<file path="config.mk">
export PLATFORM = sky130hd
export DESIGN_NAME = nvb_host
export DESIGN_NICKNAME = d
export VERILOG_FILES = /design/src/nvb_pkg.sv /design/src/nvb_host.sv
export VERILOG_INCLUDE_DIRS = /design/src
export SDC_FILE = /design/constraint.sdc
export NUM_CORES = 1
export LEC_CHECK = 0
export ABC_AREA = 1
export BUFFER_PORTS_ARGS = -buffer_cell sky130_fd_sc_hd__buf_2
export CAP_MARGIN = 30
export CORE_AREA = 2 2 147 149
export DETAILED_ROUTE_END_ITERATION = 12
export DIE_AREA = 0 0 149 151
export PLACE_DENSITY = 0.8
export SLEW_MARGIN = 20
export SYNTH_ARGS = -nofsm -noshare
export SYNTH_HDL_FRONTEND = slang
export SYNTH_SLANG_ARGS = --single-unit
export TNS_END_PERCENT = 20
</file>
<file path="constraint.sdc">
create_clock -name mclk_in -period 3.7 [get_ports mclk_in]
set_input_delay 0.555 -clock mclk_in [delete_from_list [all_inputs] [get_ports mclk_in]]
set_output_delay 0.555 -clock mclk_in [all_outputs]
set_load 0.005 [all_outputs]
</file>
<file path="src/nvb_params.svh">
/*
  Constants for the nonvolatile burst access host: field positions of the two
  device configuration registers, operation and command codes, gap limits.
  Assumes it is included by bare name from the design file and the bench.
*/
`ifndef NVB_PARAMS_SVH
`define NVB_PARAMS_SVH
// Control register fields
`define NVB_IDLE_BIT 7
`define NVB_DIV_LSB 4
`define NVB_BURST_BIT 3
`define NVB_OP_LSB 1
`define NVB_GO_BIT 0
// Protect register fields
`define NVB_APPLY_BIT 7
`define NVB_RANGE_LSB 2
`define NVB_LATCH_BIT 1
// Register select on the configuration port
`define NVB_SEL_CTRL 1'b0
`define NVB_SEL_PROT 1'b1
// Operation select codes
`define NVB_OP_ENABLE 2'h0
`define NVB_OP_DISABLE 2'h1
`define NVB_OP_REFRESH 2'h2
`define NVB_OP_COMMIT 2'h3
// User command codes
`define NVB_CMD_WRITE 2'h0
`define NVB_CMD_READ 2'h1
`define NVB_CMD_PROT 2'h2
// Last protect step, the verifying read
`define NVB_STEP_VERIFY 3'h4
// Burst write gap limits, clocks, per divider setting
`define NVB_GAP_W0 8'h0d
`define NVB_GAP_W1 8'h14
`define NVB_GAP_W2 8'h1c
`define NVB_GAP_W3 8'h3a
// Basic burst read gap limits
`define NVB_GAP_B0 8'h1c
`define NVB_GAP_B1 8'h2b
`define NVB_GAP_B2 8'h3a
`define NVB_GAP_B3 8'h76
// Fast burst read gap limits
`define NVB_GAP_F0 8'h0e
`define NVB_GAP_F1 8'h16
`define NVB_GAP_F2 8'h1e
`define NVB_GAP_F3 8'h3e
`endif

</file>
<file path="src/nvb_pkg.sv">
/*
  Types of the nonvolatile burst access host: sequencer states and the
  packed state record. Assumes nothing beyond a SystemVerilog compiler.
*/
`default_nettype none
package nvb_pkg;
  // Sequencer states
  typedef enum logic [3:0] {
    st_idle, st_bset, st_bgap, st_bacc, st_bexit, st_pollr, st_pollc, st_prot, st_pver
  } nvb_state_e;
  // Whole state of the host sequencer
  typedef struct packed {
    nvb_state_e st;
    logic [1:0] kind;
    logic fast;
    logic [1:0] div;
    logic [1:0] range;
    logic [2:0] step;
    logic started;
    logic [15:0] addr;
    logic [7:0] left;
    logic [7:0] gap;
    logic ready;
    logic cfg_wr;
    logic cfg_rd;
    logic cfg_sel;
    logic [7:0] cfg_wdata;
    logic mem_req;
    logic mem_we;
    logic [15:0] mem_addr;
    logic [7:0] mem_wdata;
    logic rd_valid;
    logic [7:0] rd_data;
    logic done;
    logic prot_ok;
    logic [7:0] prot_rb;
  } nvb_state_s;
endpackage
`default_nettype wire

</file>
<file path="src/nvb_host.sv">
/*
  Host controller driving the nonvolatile array's configuration registers and
  its external move port: burst writes fed from a write FIFO, basic or fast
  burst reads, and the block protect sequence. Assumes the device logic runs
  on mclk_in, so its answers are read without synchronisers.
*/
// Behaviour
// Device writes in burst when burst bit set
// Device double-buffers burst write data
// Burst writes go to consecutive rising addresses
// No reads once a burst write started
// Next write within 13/20/28/58 clocks
// Device flags no late burst write
// Burst bit alone gives basic burst read
// Burst plus idle bit gives fast read
// Device prefetches next read byte
// Burst reads go to consecutive rising addresses
// Fast read gap is half basic gap
// No writes once a burst read started
// Read gaps 14/28 22/43 30/58 62/118 clocks
// Device flags no late burst read
// Idle bit reads zero during burst
// Idle returns to one; poll it
// Leave burst before jump or direction change
// Programmed read-only beats block protection
// Protect field selects protected address range
// Protect update only with write latch set
// Latch, idle, load, commit, idle, clear, verify
// Control bit 7 shows module idle
// Operation field codes four protect operations
// Move access stalls until it completes
// Gap counted from completion to next issue
`timescale 1ns/100ps
`default_nettype none
`include "nvb_params.svh"

// Write data FIFO; its ready is registered so it can reach a top output
module nvb_fifo #(
  parameter int WIDTH = 8,
  parameter int DEPTH = 16
) (
  input wire logic clk_in,
  input wire logic rstn_in,
  input wire logic in_valid_in,
  input wire logic [WIDTH-1:0] in_data_in,
  output logic in_ready_out,
  output logic out_valid_out,
  output logic [WIDTH-1:0] out_data_out,
  input wire logic out_ready_in
);
  localparam int AW = $clog2(DEPTH);
  // Storage and pointers; DEPTH is taken as a power of two
  typedef struct packed {
    logic [DEPTH-1:0][WIDTH-1:0] mem;
    logic [AW-1:0] wp;
    logic [AW-1:0] rp;
    logic [AW:0] cnt;
    logic rdy;
  } nvb_fifo_s;
  nvb_fifo_s f_q, f_d;
  logic push, pop;

  // Next state: push at the tail, pop at the head, count both
  always_comb begin
    f_d = f_q;
    push = in_valid_in && f_q.rdy;
    pop = out_ready_in && (f_q.cnt != '0);
    if (push) begin
      f_d.mem[f_q.wp] = in_data_in;
      f_d.wp = f_q.wp + 1'b1;
    end
    if (pop) begin
      f_d.rp = f_q.rp + 1'b1;
    end
    f_d.cnt = f_q.cnt + (AW+1)'(push) - (AW+1)'(pop);
    // Ready is taken from the next count, so the port is a flop with no lag
    f_d.rdy = (f_d.cnt != (AW+1)'(DEPTH));
  end

  // State register
  always_ff @(posedge clk_in or negedge rstn_in) begin
    if (!rstn_in) begin
      f_q <= '0;
    end else begin
      f_q <= f_d;
    end
  end

  assign in_ready_out = f_q.rdy;
  assign out_valid_out = (f_q.cnt != '0);
  assign out_data_out = f_q.mem[f_q.rp];
endmodule

// Top: command sequencer facing the device's configuration and move ports
module nvb_host #(
  parameter int FIFO_DEPTH = 16
) (
  input wire logic mclk_in,
  input wire logic rstn_in,
  input wire logic cmd_valid_in,
  input wire logic [1:0] cmd_kind_in,
  input wire logic [15:0] cmd_addr_in,
  input wire logic [7:0] cmd_len_in,
  input wire logic cmd_fast_in,
  input wire logic [1:0] cmd_div_in,
  input wire logic [1:0] cmd_range_in,
  output logic cmd_ready_out,
  input wire logic wr_valid_in,
  input wire logic [7:0] wr_data_in,
  output logic wr_ready_out,
  output logic rd_valid_out,
  output logic [7:0] rd_data_out,
  output logic done_out,
  output logic prot_ok_out,
  output logic [7:0] prot_rb_out,
  output logic cfg_wr_out,
  output logic cfg_rd_out,
  output logic cfg_sel_out,
  output logic [7:0] cfg_wdata_out,
  input wire logic [7:0] cfg_rdata_in,
  output logic mem_req_out,
  output logic mem_we_out,
  output logic [15:0] mem_addr_out,
  output logic [7:0] mem_wdata_out,
  input wire logic [7:0] mem_rdata_in,
  input wire logic mem_done_in
);
  nvb_pkg::nvb_state_s s_q, s_d;
  logic fifo_v, fifo_pop, is_rd;
  logic [7:0] fifo_data;
  logic [7:0] gap_lim; // Longest allowed gap for the current mode

  // Control register byte from its fields
  function automatic logic [7:0] ctrl_byte(input logic [1:0] div, input logic burst,
                                           input logic fast, input logic [1:0] op,
                                           input logic go);
    logic [7:0] b;
    b = 8'h00;
    b[`NVB_IDLE_BIT] = fast;
    b[`NVB_DIV_LSB +: 2] = div;
    b[`NVB_BURST_BIT] = burst;
    b[`NVB_OP_LSB +: 2] = op;
    b[`NVB_GO_BIT] = go;
    return b;
  endfunction

  // Gap limit per direction, read speed and divider setting
  function automatic logic [7:0] gap_limit(input logic rd, input logic fast,
                                           input logic [1:0] div);
    logic [7:0] w, b, f;
    unique case (div)
      2'h0: begin w = `NVB_GAP_W0; b = `NVB_GAP_B0; f = `NVB_GAP_F0; end
      2'h1: begin w = `NVB_GAP_W1; b = `NVB_GAP_B1; f = `NVB_GAP_F1; end
      2'h2: begin w = `NVB_GAP_W2; b = `NVB_GAP_B2; f = `NVB_GAP_F2; end
      2'h3: begin w = `NVB_GAP_W3; b = `NVB_GAP_B3; f = `NVB_GAP_F3; end
    endcase
    return !rd ? w : (fast ? f : b);
  endfunction

  // Write data buffer; full FIFO drops wr_ready_out to the source
  nvb_fifo #(.WIDTH(8), .DEPTH(FIFO_DEPTH)) u_nvb_fifo (
    .clk_in(mclk_in),
    .rstn_in(rstn_in),
    .in_valid_in(wr_valid_in),
    .in_data_in(wr_data_in),
    .in_ready_out(wr_ready_out),
    .out_valid_out(fifo_v),
    .out_data_out(fifo_data),
    .out_ready_in(fifo_pop)
  );

  assign is_rd = (s_q.kind == `NVB_CMD_READ);
  assign gap_lim = gap_limit(is_rd, s_q.fast, s_q.div);

  // Sequencer next state
  always_comb begin
    s_d = s_q;
    s_d.cfg_wr = 1'b0;
    s_d.cfg_rd = 1'b0;
    s_d.rd_valid = 1'b0;
    s_d.done = 1'b0;
    fifo_pop = 1'b0;
    unique case (s_q.st)
      nvb_pkg::st_idle: begin
        s_d.ready = 1'b1;
        if (cmd_valid_in && s_q.ready) begin
          s_d.ready = 1'b0;
          s_d.kind = cmd_kind_in;
          s_d.addr = cmd_addr_in;
          s_d.left = cmd_len_in;
          s_d.fast = cmd_fast_in;
          s_d.div = cmd_div_in;
          s_d.range = cmd_range_in;
          s_d.step = 3'h0;
          // Codes other than write and read run the protect sequence
          s_d.st = (cmd_kind_in == `NVB_CMD_WRITE || cmd_kind_in == `NVB_CMD_READ) ?
                   nvb_pkg::st_bset : nvb_pkg::st_prot;
        end
      end
      nvb_pkg::st_bset: begin
        // Enter burst; idle bit doubles as fast read select
        s_d.cfg_wr = 1'b1;
        s_d.cfg_sel = `NVB_SEL_CTRL;
        s_d.cfg_wdata = ctrl_byte(s_q.div, 1'b1, is_rd && s_q.fast, `NVB_OP_ENABLE, 1'b0);
        s_d.started = 1'b0;
        s_d.gap = 8'h00;
        s_d.st = nvb_pkg::st_bgap;
      end
      nvb_pkg::st_bgap: begin
        if (s_q.left == 8'h00) begin
          s_d.st = nvb_pkg::st_bexit;
        end else if (is_rd || fifo_v) begin
          // Issue next access; request lands gap+1 clocks after completion
          fifo_pop = !is_rd;
          s_d.mem_req = 1'b1;
          s_d.mem_we = !is_rd;
          s_d.mem_addr = s_q.addr;
          s_d.mem_wdata = fifo_data;
          s_d.st = nvb_pkg::st_bacc;
        end else if (s_q.started && s_q.gap >= gap_lim - 8'h01) begin
          // Data is late: leave burst rather than lose bytes
          s_d.st = nvb_pkg::st_bexit;
        end else begin
          s_d.gap = s_q.gap + 8'h01;
        end
      end
      nvb_pkg::st_bacc: begin
        // Held request until the device finishes the move
        if (mem_done_in) begin
          s_d.mem_req = 1'b0;
          s_d.addr = s_q.addr + 16'h0001;
          s_d.left = s_q.left - 8'h01;
          s_d.started = 1'b1;
          s_d.gap = 8'h00;
          s_d.rd_valid = is_rd;
          if (is_rd) begin
            s_d.rd_data = mem_rdata_in;
          end
          s_d.st = nvb_pkg::st_bgap;
        end
      end
      nvb_pkg::st_bexit: begin
        // Clear burst, then wait for idle before anything else
        s_d.cfg_wr = 1'b1;
        s_d.cfg_sel = `NVB_SEL_CTRL;
        s_d.cfg_wdata = ctrl_byte(s_q.div, 1'b0, 1'b0, `NVB_OP_ENABLE, 1'b0);
        s_d.st = nvb_pkg::st_pollr;
      end
      nvb_pkg::st_pollr: begin
        s_d.cfg_rd = 1'b1;
        s_d.cfg_sel = `NVB_SEL_CTRL;
        s_d.st = nvb_pkg::st_pollc;
      end
      nvb_pkg::st_pollc: begin
        // Device answers within the read strobe cycle, so sample it now
        if (!cfg_rdata_in[`NVB_IDLE_BIT]) begin
          s_d.st = nvb_pkg::st_pollr;
        end else if (s_q.kind == `NVB_CMD_WRITE || s_q.kind == `NVB_CMD_READ) begin
          if (s_q.left != 8'h00) begin
            s_d.st = nvb_pkg::st_bset;
          end else begin
            s_d.done = 1'b1;
            s_d.ready = 1'b1;
            s_d.st = nvb_pkg::st_idle;
          end
        end else begin
          s_d.step = s_q.step + 3'h1;
          s_d.st = nvb_pkg::st_prot;
        end
      end
      nvb_pkg::st_prot: begin
        s_d.cfg_wr = 1'b1;
        s_d.cfg_sel = `NVB_SEL_CTRL;
        s_d.st = nvb_pkg::st_pollr;
        unique case (s_q.step)
          3'h0: s_d.cfg_wdata = ctrl_byte(s_q.div, 1'b0, 1'b0, `NVB_OP_ENABLE, 1'b1);
          3'h1: begin
            // Load range with protection on; no poll needed for this write
            s_d.cfg_sel = `NVB_SEL_PROT;
            s_d.cfg_wdata = 8'h00;
            s_d.cfg_wdata[`NVB_APPLY_BIT] = 1'b1;
            s_d.cfg_wdata[`NVB_RANGE_LSB +: 2] = s_q.range;
            s_d.step = 3'h2;
            s_d.st = nvb_pkg::st_prot;
          end
          3'h2: s_d.cfg_wdata = ctrl_byte(s_q.div, 1'b0, 1'b0, `NVB_OP_COMMIT, 1'b1);
          3'h3: s_d.cfg_wdata = ctrl_byte(s_q.div, 1'b0, 1'b0, `NVB_OP_DISABLE, 1'b1);
          default: begin
            // Verify by reading the protect register back
            s_d.cfg_wr = 1'b0;
            s_d.cfg_rd = 1'b1;
            s_d.cfg_sel = `NVB_SEL_PROT;
            s_d.st = nvb_pkg::st_pver;
          end
        endcase
      end
      nvb_pkg::st_pver: begin
        s_d.prot_rb = cfg_rdata_in;
        s_d.prot_ok = cfg_rdata_in[`NVB_APPLY_BIT] &&
                      (cfg_rdata_in[`NVB_RANGE_LSB +: 2] == s_q.range);
        s_d.done = 1'b1;
        s_d.ready = 1'b1;
        s_d.st = nvb_pkg::st_idle;
      end
    endcase
  end

  // State register
  always_ff @(posedge mclk_in or negedge rstn_in) begin
    if (!rstn_in) begin
      s_q <= '0;
    end else begin
      s_q <= s_d;
    end
  end

  assign cmd_ready_out = s_q.ready;
  assign rd_valid_out = s_q.rd_valid;
  assign rd_data_out = s_q.rd_data;
  assign done_out = s_q.done;
  assign prot_ok_out = s_q.prot_ok;
  assign prot_rb_out = s_q.prot_rb;
  assign cfg_wr_out = s_q.cfg_wr;
  assign cfg_rd_out = s_q.cfg_rd;
  assign cfg_sel_out = s_q.cfg_sel;
  assign cfg_wdata_out = s_q.cfg_wdata;
  assign mem_req_out = s_q.mem_req;
  assign mem_we_out = s_q.mem_we;
  assign mem_addr_out = s_q.mem_addr;
  assign mem_wdata_out = s_q.mem_wdata;
endmodule
`default_nettype wire

</file>
# == After elaboration in Yosys (flattened, before gate mapping) ==
# Cells that the tools add are included.
# op_classes
bitwise,1
add_sub_neg,9
n_eq_ne,31
order_cmp,4
reduce_logical,42
mux,59
# ops
op,count
$bwmux 128,1
$pmux 8 s4,4
$mux 8,8
$mux 26,2
$pmux 24 s2,1
$pmux 8 s3,2
$pmux 4 s9,1
$mux 33,1
$bmux 8 s4,1
$demux 8 s4,1
$mux 24,1
$mux 4,5
$ne 2x2->1 const B,10
$mux 9,2
$add 16x1->16 const B,1
$eq 4x3->1 const B,4
$sub 8x1->8 const B,2
$mux 3,5
$mux 14,1
$mux 1,13
$pmux 1 s2,6
$reduce_and 3->1,4
$reduce_bool 3->1,4
$lt 4x5->1 const B,2
other kinds (40),64
# totals
register_bits,246
elab_cells,190
in_bits,60
output_inout_bits,58

# == Longest topological paths before layout ==
# logic_depth
depth_word,11
ltp_mapped,22

# == Hierarchy ==
# A second synthesis with hierarchy kept.
# unflattened
cells_unflattened,1643
area_unflattened_um2,12995.0
# by_module_without_submodules
module,seq_area_each_um2,n_inst,area_each_um2,cells_per_inst
nvb_fifo,3553.4,1,7018.0,911
nvb_host,2577.5,1,5977.0,732

# == Least setup slack after synthesis ==
# Ideal clock, no wire load.
# synth_timing
path_type,register to register
from,reg s_q[65] (netlist name)
to,reg u_nvb_fifo.f_q (netlist bit u_nvb_fifo.in_ready_out)
path_stages_with_launch,16
required_time_ps,3571
arrival_time_ps,2618
path_slack_ps,954
period_less_slack_ps,2746
setup_ps,129
path_cell_list,dfrtp_1 -> inv_1 -> ha_1 -> nand2_1 -> nor2_1 -> nand4_1 -> nand3_2 -> nor2_4 -> ha_1 -> inv_1 -> ha_1 -> inv_1 -> fa_1 -> o21ai_0 -> xor2_1 -> nand2_1
# synth_rtl
item,line_no,text
"start, declared",nvb_host.sv:128,"nvb_pkg::nvb_state_s s_q, s_d;"
"start signal, assigned",nvb_host.sv:311,s_q <= '0;
"start signal, assigned",nvb_host.sv:313,s_q <= s_d;
"end signal, assigned",nvb_host.sv:83,f_q <= '0;
"end signal, assigned",nvb_host.sv:85,f_q <= f_d;
"end, declared",nvb_host.sv:60,"nvb_fifo_s f_q, f_d;"

==> impl_metrics.csv <==
group,metric,value,unit
die,coreArea,0.0208,mm2
setup_path,crit_slowest_cell,"fa_1",
pwr,ir_worst_vdd,0.000522,V
setup_path,cp-start-kind,"register",
global_route,grt_pass1_wl,49.0,mm
cells_and_area,areaGrowthSynthToFinish,10.1,%
clocking,cts_tree,"done",
synth,yosysSeqAreaShare,49.4,%
cells_and_area,fin_area,0.0137,mm2
route,drc_errors,0,
clocking,clk_pin_slew,60,ps
hold_path,hp-class,"in2async",
sta,final_max_slew_viol_count,0,
clocking,clk_latency,550,ps
sta,fin_tns_setup,0,ps
pwr,power.density,879,mW/mm2
synth,ys_ff_latch,245,
sta,hold_viol_final,0,
global_route,grt.overflow.total,0,
setup_path,cp_slowest_stage_delay,470,ps
route,wirelength,30.3,mm
cells_and_area,n_antenna_cell,0,
pwr,power_leakage,6.80,nW
synth,async_reset_ff_share,100,%
sta,fmax,0.327,GHz
die,dieArea,0.0225,mm2
setup_path,worstSetupPathType,"reg2reg",
cells_and_area,regArea,0.00613,mm2
synth,synth_fp_nets,1636,
global_route,grt_max_degree,106,
die,rows,53,
synth,synthesis.area,0.0124,mm2
cells_and_area,multi_input_area,0.00523,mm2
setup_path,worstPathRequired,4110,ps
die,dieHeight,151,um
sta,max_slew.worst_pin.slew,906,ps
clocking,cts_sinks,245,
run_status,outcome,"finished clean",
sta,timing.hold.ws,30.5,ps
cells_and_area,drive_gt1_share,12.7,%
die,io_pins,118,
sta,timing.final.crit_share,82.8,%
sta,rsz0062_at_grt,"no",
place,io_buffers,116,
sta,slew_headroom,39.6,%
pwr,p_total,12.0,mW
synth,synthFlopType,"dfrtp_1",
die,start_util,59.6,%
place,placed_area,0.0128,mm2
global_route,antenna_found_initial,0,
setup_path,cp-end-kind,"register",
clocking,cts_max_path_buffers,3,
sta,finClkSkew,27.4,ps
synth,syn-instance-count,1541,
global_route,grt_usage,27.1,%
setup_path,path_cells,"inv_1 -> ha_1 -> nand2_1 -> nor2_1 -> nand4_1 -> nand3_2 -> nor2_4 -> ha_1 -> inv_1 -> ha_1 -> inv_1 -> fa_1 -> inv_1 -> nor4_1 -> nand2_1",
synth,syn_avg_cell_area,8.06,um2
route,vias,10582,
setup_path,setup.worst_path.start,"s_q[65]$_DFFE_PN0P_",
setup_path,crit_top_cell,"inv_1",
route,firstDrtPassIters,7,
setup_path,critical_path_arrival,3470,ps
synth,synth-edff-count,0,
route,detail_route.wl_per_cell,16.1,um
run,cap_violations,0,
clocking,root_buffer,"clkbuf_16",
route,first_iter_violations,817,
setup_path,critical-path-top-delay-family,"simple AND/OR/NAND/NOR gates",
place,hpwl,19.8,mm
setup_path,cp_max_fo,8,
sta,setup_viol,0,
setup_path,critPathBufInv,4,
synth,ys_warn_count,0,
cells_and_area,utilization,65.7,%
global_route,grt_pass1_vias,9891,
route,drt.antenna.violating_nets,0,
cells_and_area,n_fill_cell,1706,
clocking,ctsHoldBuffers,0,
clocking,h-tree-depth,1,
clocking,post_cts_buffers,0,
place,routabilityCongestion,0.878,
cells_and_area,fin_nets,1680,
route,via_per_inst,5.63,
setup_path,r2r_start,"s_q[65]$_DFFE_PN0P_",
clocking,cts_made_buffers,26,
die,die_w,149,um
sta,min_period,3060,ps
clocking,cts-resized-gates,0,
synth,yosysUniqueCellTypes,48,
==> path summary, 6_finish.rpt <==
path                            depth (start not counted)                                 to  slack (ps)
worst max register to register                         15  u_nvb_fifo.in_ready_out$_DFF_PN0_         640
worst min register to register                          2         rd_data_out[4]$_DFFE_PN0P_         460
min in group mclk_in                                    3         prot_rb_out[1]$_DFFE_PN0P_         220
worst max-delay path                                   15  u_nvb_fifo.in_ready_out$_DFF_PN0_         640
worst min-delay path                                    1         rd_data_out[0]$_DFFE_PN0P_          30
max in group asynchronous                               2    u_nvb_fifo.f_q[107]$_DFFE_PN0P_        2790
==> metrics by stage <==
stage | setup WS (ps) | instances
3_3_place_gp | 737 | 1832
5_1_grt | 288 | 1880
3_5_place_dp | 642 | 1832
4_1_cts | 624 | 1880
6_report | 638 | 1880
2_1_floorplan | 954 | 1541
==> power breakdown <==
part,internal (mW),total (mW),switching [mW]
Combinational,1.69,4.91,3.22
Sequential,3.83,4.56,0.727
Clock,1.46,2.54,1.08
Total,6.99,12.0,5.02
==> layout make-up <==
cell class / instances / share of cell area [%]
flip-flops and latches: 245 / 44.9
multi-input cells: 1076 / 38.3
clock buffers: 40 / 5.73
repair buffers: 128 / 5.16
inverters: 108 / 2.97
well taps: 275 / 2.52
clock inverters: 8 / 0.494
==> flip-flops by register name, indices dropped and copies added, names as in the netlist <==
register / count
prot_ok_out: 1
mem_req_out: 1
mem_we_out: 1
prot_rb_out: 8
cmd_ready_out: 1
mem_wdata_out: 8
done_out: 1
rd_data_out: 8
s_q: 47
cfg_wr_out: 1
u_nvb_fifo.in_ready_out: 1
cfg_rd_out: 1
u_nvb_fifo.f_q: 141
mem_addr_out: 16
cfg_wdata_out: 7
cfg_sel_out: 1
rd_valid_out: 1
==> logic make-up (layout without fill, tap and decap cells) <==
kind of cell	count (synthesis)	in the layout	synth area share (%)
muxes	2	2	0.171
adders and majority gates	35	35	3.59
DFF	245	245	49.4
and+or+nand+nor	723	723	24.2
AOI/OAI and AO/OA	297	297	12.9
xor gates and xnor gates	18	18	1.27
other	1	1	0.0302
buffers and inverters	220	284	8.47
==> per-layer routing <==
metal,part of all wire [%],vias up,track usage (%)
met5,0,-,0
met4,3.4,0,9.76
met3,6.8,70,3.92
met2,47,401,44.1
met1,43,5067,37.3
li1,-,5044,-
==> cell usage after synthesis, types with 2 or more instances <==
cell      instances  area share (%)
o21ai_0         185             7.5
nor2_4            3            0.27
a21oi_1          66             2.7
nand2_1         496              15
nor2_2            3            0.15
buf_6             2            0.18
o22ai_1           4            0.20
nor2_1           72             2.2
nand2_2           4            0.20
o22ai_2           3            0.30
buf_1             4            0.12
inv_1           101             3.1
buf_4            52             3.1
clkbuf_1         42             1.3
nand3_1         108             4.4
xnor2_1           3            0.21
o31ai_1           8            0.48
a21oi_2           3            0.21
inv_2             7            0.21
dfrtp_1         245              49
o21ai_1          10            0.40
nor3b_1           3            0.18
nand4_1          13            0.66
nor3_1           11            0.44
buf_2            12            0.48
ha_1             34             3.4
or2_2             4            0.20
o211ai_1          9            0.54
xor2_1           15             1.1
==> cells in the final DEF (no fill, tap or decap), types with 2 or more instances in the layout <==
cell | netlist | routed
ha_1 | 34 | 34
nor2_1 | 72 | 72
xnor2_1 | 3 | 3
nand3_1 | 108 | 108
nand2_1 | 496 | 496
o211ai_1 | 9 | 9
clkinv_2 | 0 | 6
a21oi_2 | 3 | 3
buf_2 | 12 | 115
nand2_2 | 4 | 4
o22ai_1 | 4 | 4
inv_1 | 101 | 101
clkbuf_8 | 0 | 8
dfrtp_1 | 245 | 244
nor2_4 | 3 | 3
xor2_1 | 15 | 15
buf_4 | 52 | 10
nand4_1 | 13 | 13
or2_2 | 4 | 4
o22ai_2 | 3 | 3
clkbuf_1 | 42 | 6
buf_12 | 0 | 2
o31ai_1 | 8 | 8
clkbuf_16 | 0 | 26
o21ai_0 | 185 | 185
nor3_1 | 11 | 11
nor3b_1 | 3 | 3
o21ai_1 | 10 | 10
a21oi_1 | 66 | 66
nor2_2 | 3 | 3
inv_2 | 7 | 7
Note: power is estimated with default switching activity, not from simulation.
